--- config.mk ---
export PLATFORM = sky130hd
export DESIGN_NAME = adc_readout
export DESIGN_NICKNAME = d
export VERILOG_FILES = /design/src/logic/adc_readout_pkg.sv /design/src/logic/adc_readout.sv
export SDC_FILE = /design/constraint.sdc
export NUM_CORES = 1
export LEC_CHECK = 0
export BUFFER_PORTS_ARGS = -buffer_cell sky130_fd_sc_hd__buf_2
export CAP_MARGIN = 10
export CORE_UTILIZATION = 43
export CTS_BUF_LIST = sky130_fd_sc_hd__clkbuf_16
export DETAILED_ROUTE_END_ITERATION = 12
export PLACE_DENSITY = 0.74
export REMOVE_ABC_BUFFERS = 1
export SETUP_SLACK_MARGIN = 0.5
export SYNTH_ARGS = -nofsm -noshare
export SYNTH_HDL_FRONTEND = slang
export SYNTH_SLANG_ARGS = --single-unit
--- constraint.sdc ---
create_clock -name CLOCK -period 6.7 [get_ports CLOCK]
set_input_delay 0.67 -clock CLOCK [delete_from_list [all_inputs] [get_ports CLOCK]]
set_output_delay 0.67 -clock CLOCK [all_outputs]
set_load 0.02 [all_outputs]
--- src/logic/adc_readout_pkg.sv ---
package adc_readout_pkg;

	// ==========================================================
	// word and bus widths
	localparam int          WORD_W        = 24;
	localparam int          AXI_ADDR_W    = 8;
	localparam int          AXI_DATA_W    = 32;
	localparam logic [4:0]  BITS_SHORT    = 5'h10;  // 16-bit output word
	localparam logic [4:0]  BITS_LONG     = 5'h18;  // 24-bit word, always for ctrl/cal

	// ==========================================================
	// timing: serial clock made by dividing the core clock
	localparam int          CLK_PERIOD_NS  = 100;
	localparam int          SCLK_PERIOD_NS = 800;
	localparam int          SCLK_HALF_CYC  = SCLK_PERIOD_NS / (2 * CLK_PERIOD_NS);

	// ==========================================================
	// register byte addresses
	localparam logic [AXI_ADDR_W-1:0] ADDR_CTRL = 8'h00;
	localparam logic [AXI_ADDR_W-1:0] ADDR_OFFS = 8'h04;
	localparam logic [AXI_ADDR_W-1:0] ADDR_GAIN = 8'h08;
	localparam logic [AXI_ADDR_W-1:0] ADDR_STAT = 8'h0C;
	localparam logic [AXI_ADDR_W-1:0] ADDR_DATA = 8'h10;

	// ==========================================================
	// control register fields and reset values
	localparam int          MODE_MSB       = 23;
	localparam int          MODE_LSB       = 21;
	localparam int          WL24_BIT       = 20;  // 1: 24-bit output word
	localparam int          CALSEL_BIT     = 19;  // 1: select-high read returns a cal reg
	localparam int          CALGAIN_BIT    = 18;  // 1: that cal reg is the gain one
	localparam logic [23:0] CTRL_RESET     = 24'h000000;
	localparam logic [23:0] OFFS_RESET     = 24'h000000;
	localparam logic [23:0] GAIN_RESET     = 24'h800000;
	localparam int          STAT_READY_BIT = 0;
	localparam int          STAT_CAL_BIT   = 1;
	localparam int          STAT_XFER_BIT  = 2;

	// ==========================================================
	// calibration modes and lengths in output periods
	localparam logic [2:0]  MODE_SELF      = 3'h1;
	localparam logic [2:0]  MODE_SYS_ZERO  = 3'h2;
	localparam logic [2:0]  MODE_SYS_FULL  = 3'h3;
	localparam logic [2:0]  MODE_SYS_OFFS  = 3'h4;
	localparam logic [2:0]  MODE_BACKGND   = 3'h5;
	localparam logic [3:0]  PER_SELF       = 4'h9;
	localparam logic [3:0]  PER_SYS        = 4'h4;
	localparam logic [3:0]  PER_SYS_OFFS   = 4'h9;
	localparam logic [2:0]  BG_DIVIDE      = 3'h6;

	localparam logic [1:0]  RESP_OKAY      = 2'h0;
	localparam logic [1:0]  RESP_SLVERR    = 2'h2;

	typedef enum logic [1:0] {SER_IDLE, SER_LOW, SER_HIGH} ser_state_t;

endpackage : adc_readout_pkg

--- src/logic/adc_readout.sv ---
// Function
// - mode bits pick calibration type and length
// - reset loads control register default
// - mode pin high: device drives serial clock
// - reads reach all; writes only ctrl/cal
// - select high: output/cal; low: control
// - new word drives ready low
// - ready high after last word bit read
// - unread: ready stays low, newest word kept
// - word arriving during output read discarded
// - ctrl/cal reads leave ready untouched
// - output read only while ready low
// - frame low enables clock, shows MSB
// - bits shift on falling serial clock edges
// - ready rise ends clock and data drive
// - ready low signals calibration end
// - background mode divides word rate by six
// - mode pin low: serial clock is input
//
// Decided for this implementation: the AXI4-Lite interface to the registers and the placing of the registers.
`timescale 1ns/1ns
`default_nettype none
module adc_readout
	import adc_readout_pkg::*;
(
	input  wire logic                  CLOCK,
	input  wire logic                  RST,
	input  wire logic [AXI_ADDR_W-1:0] AWADDR,
	input  wire logic                  AWVALID,
	output logic                       AWREADY,
	input  wire logic [AXI_DATA_W-1:0] WDATA,
	input  wire logic [3:0]            WSTRB,
	input  wire logic                  WVALID,
	output logic                       WREADY,
	output logic [1:0]                 BRESP,
	output logic                       BVALID,
	input  wire logic                  BREADY,
	input  wire logic [AXI_ADDR_W-1:0] ARADDR,
	input  wire logic                  ARVALID,
	output logic                       ARREADY,
	output logic [AXI_DATA_W-1:0]      RDATA,
	output logic [1:0]                 RRESP,
	output logic                       RVALID,
	input  wire logic                  RREADY,
	input  wire logic [WORD_W-1:0]     SAMPLE_DATA,
	input  wire logic                  SAMPLE_STROBE,
	input  wire logic                  MODE_PIN,
	input  wire logic                  READ_FRAME_N,
	input  wire logic                  REGISTER_SELECT,
	input  wire logic                  SCLK_IN,
	output logic                       SCLK_OUT,
	output logic                       SCLK_OE,
	output logic                       SERIAL_DATA_PIN_OUT,
	output logic                       SERIAL_DATA_PIN_OE,
	output logic                       WORD_READY_N
);

	// ==========================================================
	// state
	logic [WORD_W-1:0]     ctrl_reg, ctrl_next, offs_reg, offs_next, gain_reg, gain_next;
	logic [WORD_W-1:0]     word_reg, word_next, shift_reg, shift_next;
	logic                  ready_n_reg, ready_n_next, cal_busy_reg, cal_busy_next;
	logic [3:0]            cal_cnt_reg, cal_cnt_next;
	logic [2:0]            bg_cnt_reg, bg_cnt_next;
	logic [AXI_ADDR_W-1:0] awaddr_reg, awaddr_next;
	logic [AXI_DATA_W-1:0] wdata_reg, wdata_next, rdata_reg, rdata_next;
	logic [3:0]            wstrb_reg, wstrb_next;
	logic                  aw_got_reg, aw_got_next, w_got_reg, w_got_next;
	logic                  awready_reg, awready_next, wready_reg, wready_next;
	logic                  bvalid_reg, bvalid_next, arready_reg, arready_next;
	logic                  rvalid_reg, rvalid_next;
	logic [1:0]            bresp_reg, bresp_next, rresp_reg, rresp_next;
	ser_state_t            state_reg, state_next;
	logic [4:0]            bits_reg, bits_next;
	logic [2:0]            half_reg, half_next;
	logic                  out_rd_reg, out_rd_next, sclk_reg, sclk_next;
	logic                  sclk_oe_reg, sclk_oe_next, sdo_oe_reg, sdo_oe_next;
	logic [3:0]            sync1_reg, sync2_reg;
	logic                  frame_d_reg, sclk_d_reg;
	logic                  mode_s, frame_s, sel_s, sclk_s;
	logic                  out_done, cal_start, word_event, rise, fall;

	assign mode_s  = sync2_reg[0];
	assign frame_s = sync2_reg[1];
	assign sel_s   = sync2_reg[2];
	assign sclk_s  = sync2_reg[3];

	// ==========================================================
	// pin synchronisers: first stage feeds only the second
	always_ff @(posedge CLOCK or posedge RST) begin
		if (RST) begin
			sync1_reg   <= 4'hA;
			sync2_reg   <= 4'hA;
			frame_d_reg <= 1'b1;
			sclk_d_reg  <= 1'b1;
		end else begin
			sync1_reg   <= {SCLK_IN, REGISTER_SELECT, READ_FRAME_N, MODE_PIN};
			sync2_reg   <= sync1_reg;
			frame_d_reg <= frame_s;
			sclk_d_reg  <= sclk_s;
		end
	end

	// byte-lane merge for 24-bit registers; the top lane has no storage
	function automatic logic [WORD_W-1:0] merge(input logic [WORD_W-1:0] old,
		input logic [AXI_DATA_W-1:0] data, input logic [3:0] strb);
		logic [WORD_W-1:0] res;
		res = old;
		for (int i = 0; i < 3; i++) begin
			if (strb[i]) begin
				res[i*8 +: 8] = data[i*8 +: 8];
			end
		end
		return res;
	endfunction : merge

	// ==========================================================
	// register bus, conversion words and calibration
	always_comb begin
		logic          do_write;
		logic [3:0]    per;
		do_write     = aw_got_reg && w_got_reg && !bvalid_reg;
		per          = PER_SELF;
		ctrl_next    = ctrl_reg;
		offs_next    = offs_reg;
		gain_next    = gain_reg;
		word_next    = word_reg;
		ready_n_next = ready_n_reg;
		cal_busy_next = cal_busy_reg;
		cal_cnt_next = cal_cnt_reg;
		bg_cnt_next  = bg_cnt_reg;
		awaddr_next  = awaddr_reg;
		wdata_next   = wdata_reg;
		wstrb_next   = wstrb_reg;
		aw_got_next  = aw_got_reg;
		w_got_next   = w_got_reg;
		bvalid_next  = bvalid_reg;
		bresp_next   = bresp_reg;
		rvalid_next  = rvalid_reg;
		rresp_next   = rresp_reg;
		rdata_next   = rdata_reg;
		cal_start    = 1'b0;
		word_event   = 1'b0;
		if (AWVALID && awready_reg) begin
			awaddr_next = AWADDR;
			aw_got_next = 1'b1;
		end
		if (WVALID && wready_reg) begin
			wdata_next = WDATA;
			wstrb_next = WSTRB;
			w_got_next = 1'b1;
		end
		if (BREADY && bvalid_reg) begin
			bvalid_next = 1'b0;
		end
		// converter side: cal counts output periods, words when idle and at the last cal period
		if (SAMPLE_STROBE) begin
			if (cal_busy_reg) begin
				cal_cnt_next = cal_cnt_reg - 4'h1;
				if (cal_cnt_reg == 4'h1) begin
					cal_busy_next = 1'b0;
					word_event    = 1'b1;
					case (ctrl_reg[MODE_MSB:MODE_LSB])
						MODE_SYS_FULL: gain_next = SAMPLE_DATA;
						default:       offs_next = SAMPLE_DATA;
					endcase
				end
			end else if (ctrl_reg[MODE_MSB:MODE_LSB] == MODE_BACKGND) begin
				bg_cnt_next = (bg_cnt_reg == BG_DIVIDE - 3'h1) ? 3'h0 : bg_cnt_reg + 3'h1;
				word_event  = (bg_cnt_reg == BG_DIVIDE - 3'h1);
			end else begin
				word_event = 1'b1;
			end
		end
		// a word during an output read is dropped: nothing signals it
		if (word_event && !out_rd_reg) begin
			word_next    = SAMPLE_DATA;
			ready_n_next = 1'b0;
		end
		if (out_done) begin
			ready_n_next = 1'b1;
		end
		// writes reach only control and calibration registers
		if (do_write) begin
			aw_got_next = 1'b0;
			w_got_next  = 1'b0;
			bvalid_next = 1'b1;
			bresp_next  = RESP_OKAY;
			case (awaddr_reg)
				ADDR_CTRL: begin
					ctrl_next = merge(ctrl_reg, wdata_reg, wstrb_reg);
					case (ctrl_next[MODE_MSB:MODE_LSB])
						MODE_SELF:     per = PER_SELF;
						MODE_SYS_ZERO: per = PER_SYS;
						MODE_SYS_FULL: per = PER_SYS;
						MODE_SYS_OFFS: per = PER_SYS_OFFS;
						default:       per = 4'h0;
					endcase
					bg_cnt_next = 3'h0;
					if (per != 4'h0) begin
						cal_start     = 1'b1;
						cal_busy_next = 1'b1;
						cal_cnt_next  = per;
						ready_n_next  = 1'b1;
					end
				end
				ADDR_OFFS: offs_next  = merge(offs_reg, wdata_reg, wstrb_reg);
				ADDR_GAIN: gain_next  = merge(gain_reg, wdata_reg, wstrb_reg);
				default:   bresp_next = RESP_SLVERR;
			endcase
		end
		awready_next = !aw_got_next && !bvalid_next;
		wready_next  = !w_got_next && !bvalid_next;
		// reads answer one cycle after the address is taken
		if (RREADY && rvalid_reg) begin
			rvalid_next = 1'b0;
		end
		if (ARVALID && arready_reg) begin
			rvalid_next = 1'b1;
			rresp_next  = RESP_OKAY;
			rdata_next  = '0;
			case (ARADDR)
				ADDR_CTRL: rdata_next[WORD_W-1:0] = ctrl_reg;
				ADDR_OFFS: rdata_next[WORD_W-1:0] = offs_reg;
				ADDR_GAIN: rdata_next[WORD_W-1:0] = gain_reg;
				ADDR_DATA: rdata_next[WORD_W-1:0] = word_reg;
				ADDR_STAT: begin
					rdata_next[STAT_READY_BIT] = !ready_n_reg;
					rdata_next[STAT_CAL_BIT]   = cal_busy_reg;
					rdata_next[STAT_XFER_BIT]  = (state_reg != SER_IDLE);
				end
				default: rresp_next = RESP_SLVERR;
			endcase
		end
		arready_next = !rvalid_next;
	end

	always_ff @(posedge CLOCK or posedge RST) begin
		if (RST) begin
			ctrl_reg     <= CTRL_RESET;
			offs_reg     <= OFFS_RESET;
			gain_reg     <= GAIN_RESET;
			word_reg     <= '0;
			ready_n_reg  <= 1'b1;
			cal_busy_reg <= 1'b0;
			cal_cnt_reg  <= 4'h0;
			bg_cnt_reg   <= 3'h0;
			awaddr_reg   <= '0;
			wdata_reg    <= '0;
			wstrb_reg    <= 4'h0;
			aw_got_reg   <= 1'b0;
			w_got_reg    <= 1'b0;
			awready_reg  <= 1'b1;
			wready_reg   <= 1'b1;
			bvalid_reg   <= 1'b0;
			bresp_reg    <= RESP_OKAY;
			arready_reg  <= 1'b1;
			rvalid_reg   <= 1'b0;
			rresp_reg    <= RESP_OKAY;
			rdata_reg    <= '0;
		end else begin
			ctrl_reg     <= ctrl_next;
			offs_reg     <= offs_next;
			gain_reg     <= gain_next;
			word_reg     <= word_next;
			ready_n_reg  <= ready_n_next;
			cal_busy_reg <= cal_busy_next;
			cal_cnt_reg  <= cal_cnt_next;
			bg_cnt_reg   <= bg_cnt_next;
			awaddr_reg   <= awaddr_next;
			wdata_reg    <= wdata_next;
			wstrb_reg    <= wstrb_next;
			aw_got_reg   <= aw_got_next;
			w_got_reg    <= w_got_next;
			awready_reg  <= awready_next;
			wready_reg   <= wready_next;
			bvalid_reg   <= bvalid_next;
			bresp_reg    <= bresp_next;
			arready_reg  <= arready_next;
			rvalid_reg   <= rvalid_next;
			rresp_reg    <= rresp_next;
			rdata_reg    <= rdata_next;
		end
	end

	// ==========================================================
	// serial read framing; external clock edges come from the synchroniser
	always_comb begin
		logic tick;
		tick        = (half_reg == 3'(SCLK_HALF_CYC - 1));
		state_next  = state_reg;
		bits_next   = bits_reg;
		half_next   = half_reg;
		shift_next  = shift_reg;
		out_rd_next = out_rd_reg;
		sclk_next   = sclk_reg;
		sclk_oe_next = 1'b0;
		sdo_oe_next = 1'b0;
		out_done    = 1'b0;
		rise        = mode_s ? tick && state_reg == SER_LOW : !sclk_d_reg && sclk_s;
		fall        = mode_s ? tick && state_reg == SER_HIGH : sclk_d_reg && !sclk_s;
		case (state_reg)
			SER_IDLE: begin
				sclk_next = 1'b0;
				half_next = 3'h0;
				if (frame_d_reg && !frame_s) begin
					bits_next  = BITS_LONG;
					state_next = SER_LOW;
					if (!sel_s) begin
						shift_next = ctrl_reg;
					end else if (ctrl_reg[CALSEL_BIT]) begin
						shift_next = ctrl_reg[CALGAIN_BIT] ? gain_reg : offs_reg;
					end else if (!ready_n_reg) begin
						shift_next  = word_reg;
						out_rd_next = 1'b1;
						bits_next   = ctrl_reg[WL24_BIT] ? BITS_LONG : BITS_SHORT;
					end else begin
						state_next = SER_IDLE;
					end
					sdo_oe_next  = (state_next != SER_IDLE);
					sclk_oe_next = mode_s && (state_next != SER_IDLE);
				end
			end
			default: begin
				// frame high pauses the word; drive stops until it falls again
				if (!frame_s) begin
					sdo_oe_next  = 1'b1;
					sclk_oe_next = mode_s;
					half_next    = tick ? 3'h0 : half_reg + 3'h1;
					if (rise) begin
						state_next = SER_HIGH;
						sclk_next  = 1'b1;
					end else if (fall) begin
						sclk_next = 1'b0;
						if (bits_reg == 5'h1) begin
							state_next   = SER_IDLE;
							out_done     = out_rd_reg;
							out_rd_next  = 1'b0;
							sdo_oe_next  = 1'b0;
							sclk_oe_next = 1'b0;
						end else begin
							shift_next = {shift_reg[WORD_W-2:0], 1'b0};
							bits_next  = bits_reg - 5'h1;
							state_next = SER_LOW;
						end
					end
				end
			end
		endcase
	end

	always_ff @(posedge CLOCK or posedge RST) begin
		if (RST) begin
			state_reg   <= SER_IDLE;
			bits_reg    <= 5'h0;
			half_reg    <= 3'h0;
			shift_reg   <= '0;
			out_rd_reg  <= 1'b0;
			sclk_reg    <= 1'b0;
			sclk_oe_reg <= 1'b0;
			sdo_oe_reg  <= 1'b0;
		end else begin
			state_reg   <= state_next;
			bits_reg    <= bits_next;
			half_reg    <= half_next;
			shift_reg   <= shift_next;
			out_rd_reg  <= out_rd_next;
			sclk_reg    <= sclk_next;
			sclk_oe_reg <= sclk_oe_next;
			sdo_oe_reg  <= sdo_oe_next;
		end
	end

	// ==========================================================
	// outputs, each straight from a flip-flop
	assign AWREADY = awready_reg;
	assign WREADY  = wready_reg;
	assign BVALID  = bvalid_reg;
	assign BRESP   = bresp_reg;
	assign ARREADY = arready_reg;
	assign RVALID  = rvalid_reg;
	assign RRESP   = rresp_reg;
	assign RDATA   = rdata_reg;
	assign SCLK_OUT            = sclk_reg;
	assign SCLK_OE             = sclk_oe_reg;
	assign SERIAL_DATA_PIN_OUT = shift_reg[WORD_W-1];
	assign SERIAL_DATA_PIN_OE  = sdo_oe_reg;
	assign WORD_READY_N        = ready_n_reg;

	// ==========================================================
	// checks
	a_idle_hiz: assert property (@(posedge CLOCK) disable iff (RST)
		state_reg == SER_IDLE |=> !SERIAL_DATA_PIN_OE || state_reg != SER_IDLE)
		else $error("pins driven outside a transfer");
	a_no_read_ready_hi: assert property (@(posedge CLOCK) disable iff (RST)
		state_reg == SER_IDLE && frame_d_reg && !frame_s && sel_s && !ctrl_reg[CALSEL_BIT]
		&& ready_n_reg |=> state_reg == SER_IDLE && !SERIAL_DATA_PIN_OE)
		else $error("output read started with ready high");
	a_end_raises_ready: assert property (@(posedge CLOCK) disable iff (RST)
		out_done |=> WORD_READY_N && !SERIAL_DATA_PIN_OE && !SCLK_OE)
		else $error("read end did not raise ready and release pins");
	a_word_drops_ready: assert property (@(posedge CLOCK) disable iff (RST)
		SAMPLE_STROBE && !cal_busy_reg && !out_rd_reg && !cal_start
		&& ctrl_reg[MODE_MSB:MODE_LSB] != MODE_BACKGND |=> !WORD_READY_N)
		else $error("new word did not lower ready");
	a_word_discard: assert property (@(posedge CLOCK) disable iff (RST)
		out_rd_reg && SAMPLE_STROBE && !cal_busy_reg |=> $stable(word_reg))
		else $error("word replaced during output read");
	a_cal_ready_hi: assert property (@(posedge CLOCK) disable iff (RST)
		cal_busy_reg |-> WORD_READY_N)
		else $error("ready low while calibrating");
	a_ctrl_read_ready: assert property (@(posedge CLOCK) disable iff (RST)
		state_reg != SER_IDLE && !out_rd_reg && !SAMPLE_STROBE && !cal_start
		|=> $stable(WORD_READY_N))
		else $error("ctrl read changed ready");
	a_sclk_master: assert property (@(posedge CLOCK) disable iff (RST)
		SCLK_OE |-> $past(mode_s))
		else $error("serial clock driven in external mode");
	a_bg_rate: assert property (@(posedge CLOCK) disable iff (RST)
		SAMPLE_STROBE && !cal_busy_reg && !cal_start && !out_done
		&& ctrl_reg[MODE_MSB:MODE_LSB] == MODE_BACKGND && bg_cnt_reg != BG_DIVIDE - 3'h1
		|=> $stable(WORD_READY_N) && $stable(word_reg))
		else $error("background mode word out of rate");

endmodule : adc_readout
`default_nettype wire

==> run metrics <==
status=completed; Core Footprint=24,250 um^2; CTS tree=yes; clk buf depth=3; Leak=5.395 nW; area occupied by multi-input gates=4536 um^2; fin crit period=2951 ps; std cell rows=57; syn_area_per_cell=10.74 um^2; Remaining DRCs=0; Initial Util=43.68%; Synth Instances=986; Setup Buffers After CTS=0; top post-synthesis cells by area=dfrtp_1 50%, mux2_2 8.5%, mux2i_1 4.8%, o22ai_1 3.9%, o21ai_0 3.8%; routed via count=8,034; ys flop type=dfrtp_1; Final period util=44.04%; post-synthesis sequential area ratio=52.34%; mapped cell area=10,590 um^2; worst slew pin tran=1095 ps; largest net degree at the start of global routing=103; total grt overflow=0; CP Max Fanout=27; Clock Tree Root=clkbuf_16; Pwr Density=392.4 nW/um^2; Rel. slew slack=26.99%; hold bufs inserted after CTS=0; RSZ-0062 raised after global routing=false; max cap viols=0; Arrival @ worst endpoint=3350 ps; CTS Buf Count=25; Clock Latency Late Sink=520 ps; Ports=134; H-Tree Depth=1; register area=5545 um^2; worst slack, placed=3706 ps; first-pass GRT wire length=42.95 mm; Yosys top cell area share=49.61%; share of layout cells above drive strength 1=24.86%; Synth Warn #=0; CP Class=reg2reg; Final Max Tran Viols=0; Async SR Flop Fraction=100.0%; final RePlAce weighted congestion=0.8116; DP HPWL=17.32 mm; Post-CTS Resized=0; biggest cell delay along the critical path=670 ps; Chip Width=159.0 um; Placement Cell Area=11,390 um^2; Sink Count=221; Clock Skew=7.474 ps; Yosys reg bits=221; max frequency=0.3389 GHz; Port Buffers=114; maximum vdd drop=0.2029 mV; Die H=159.0 um; die area=25,270 um^2; Routed WL per cell=18.93 um; number of global-route vias before repair=8,103; Post-synth EDFFs=0; initial antenna violation count=2; HP Class=in2reg; crit path cell chain=or4_4 -> nor4_4 -> or4b_1 -> buf_4 -> nand2_1 -> o21a_1; 1st-iter DRT viols=480; Yosys cell types=58; Critical Path Start Type=register; Pre-antenna DRT Iters=5; worst setup margin=3749 ps; Tot GR Track Use=21.26%; # setup viols final=0; CP max-delay cell=nor4_4; Reg clk slew, reported paths=60 ps; area leader, netlist=dfrtp_1; Finished Cell Area=12,190 um^2; final net count=1,173; Critical Path End Type=register; Routed Antenna Nets=0; Via density=5.646; FILL cells=2,251; final wirelength=26.94 mm; Area growth syn-to-layout=15.05%; critical path data required time=7100 ps; final hold vios=0
-- cells by family (layout without fill, tap and decap cells) --
kind of cell	after synthesis	in the layout	share of synthesized area, %
multiplexers	131	131	13.32
flip-flops	221	221	52.34
AO/OA/AOI/OAI	330	330	20.03
XOR/XNOR	5	5	0.4135
buffers and inverters	129	232	5.268
AND/OR/NAND/NOR	164	164	7.997
adder cells (fa/ha/maj)	5	5	0.5906
other	1	11	0.03540
-- cells in the final DEF (no fill, tap or decap), types with 8 or more instances in the layout --
cell type	n
mux2_2	80
clkinv_1	8
a22oi_1	24
clkbuf_16	25
mux2i_1	51
nor2_1	31
dfstp_2	11
buf_2	114
nand2_1	67
a22o_1	21
o21a_1	23
buf_4	14
nor2b_1	8
o21ai_0	81
dfrtp_1	209
inv_1	60
conb_1	10
o22a_1	24
o22ai_1	66
a21oi_1	62
-- stage by stage --
stage	power, W	hold slack (ps)	TNS (ps)	util (%)	std cells
6_report	0.004782	251.5	0	50.26	1423
4_1_cts	0.004806	232.3	0	50.25	1422
3_5_place_dp	0.003462	339.6	0	46.98	1377
2_1_floorplan	0.003071	331.2	-253.3	-	925
5_1_grt	0.005064	238.5	0	50.26	1423
3_3_place_gp	0.003392	332.6	0	46.98	1377
-- where the power goes --
part / internal, W / switching, W / total [W] / leakage, nW
sequential: 0.00179 / 0.000417 / 0.00221 / 2.77
clock: 0.000790 / 0.000539 / 0.00133 / 0.394
combinational: 0.000613 / 0.000633 / 0.00125 / 2.23
-- area by class of cell --
class / count / share of cell area [%]
Antenna cell: 1 / 0.02053
Tap cell: 324 / 3.326
Clock inverter: 20 / 1.376
Sequential cell: 221 / 45.50
Clock buffer: 25 / 5.133
Multi-Input combinational cell: 645 / 37.22
Timing Repair Buffer: 128 / 5.544
Inverter: 59 / 1.879
-- worst paths after layout --
path                       cells after the start       endpoint  slack, ps          start
min in group asynchronous                      2         RVALID        260            RST
max                                            6   offs_reg[12]       3750  awaddr_reg[4]
max reg2reg                                    6   offs_reg[12]       3750  awaddr_reg[4]
min                                            1   sync1_reg[1]        250   READ_FRAME_N
max in group asynchronous                      3  wdata_reg[14]       5130            RST
min reg2reg                                    0   sync2_reg[2]        350   sync1_reg[2]
-- per-layer routing --
layer  vias to the layer above  part of all wire, %  track usage [%]  wire length (um)
met4                         0                  3.3            8.217               877
met2                       256                   48            35.33             12930
met5                         -                    0                0                 0
met1                      3973                   43            27.90             11470
met3                        55                  6.2            3.517              1662
li1                       3750                    -                -                 -
-- worst max-delay path, delay by kind of cell, from the launching register on --
kind	cells	cell delay (ps)
buffers and inverters	1	340
AND/OR/NAND/NOR	4	1830
AO/OA/AOI/OAI	1	270
flip-flops	1	370
-- cells in the mapped netlist (6+ instances only) --
cell,number
mux2i_1,51
mux2_2,80
clkbuf_1,43
nand3_1,7
a21oi_1,63
nor2b_1,8
nand2_1,67
inv_1,59
and2_1,7
dfrtp_1,210
o21a_1,23
a22o_1,21
dfstp_2,11
buf_2,8
o22a_1,24
buf_4,13
a22oi_1,24
nor2_1,32
nand3b_1,6
o22ai_1,66
o21ai_0,81
nor3_1,6
No activity file was read; power rests on OpenSTA's default activity.
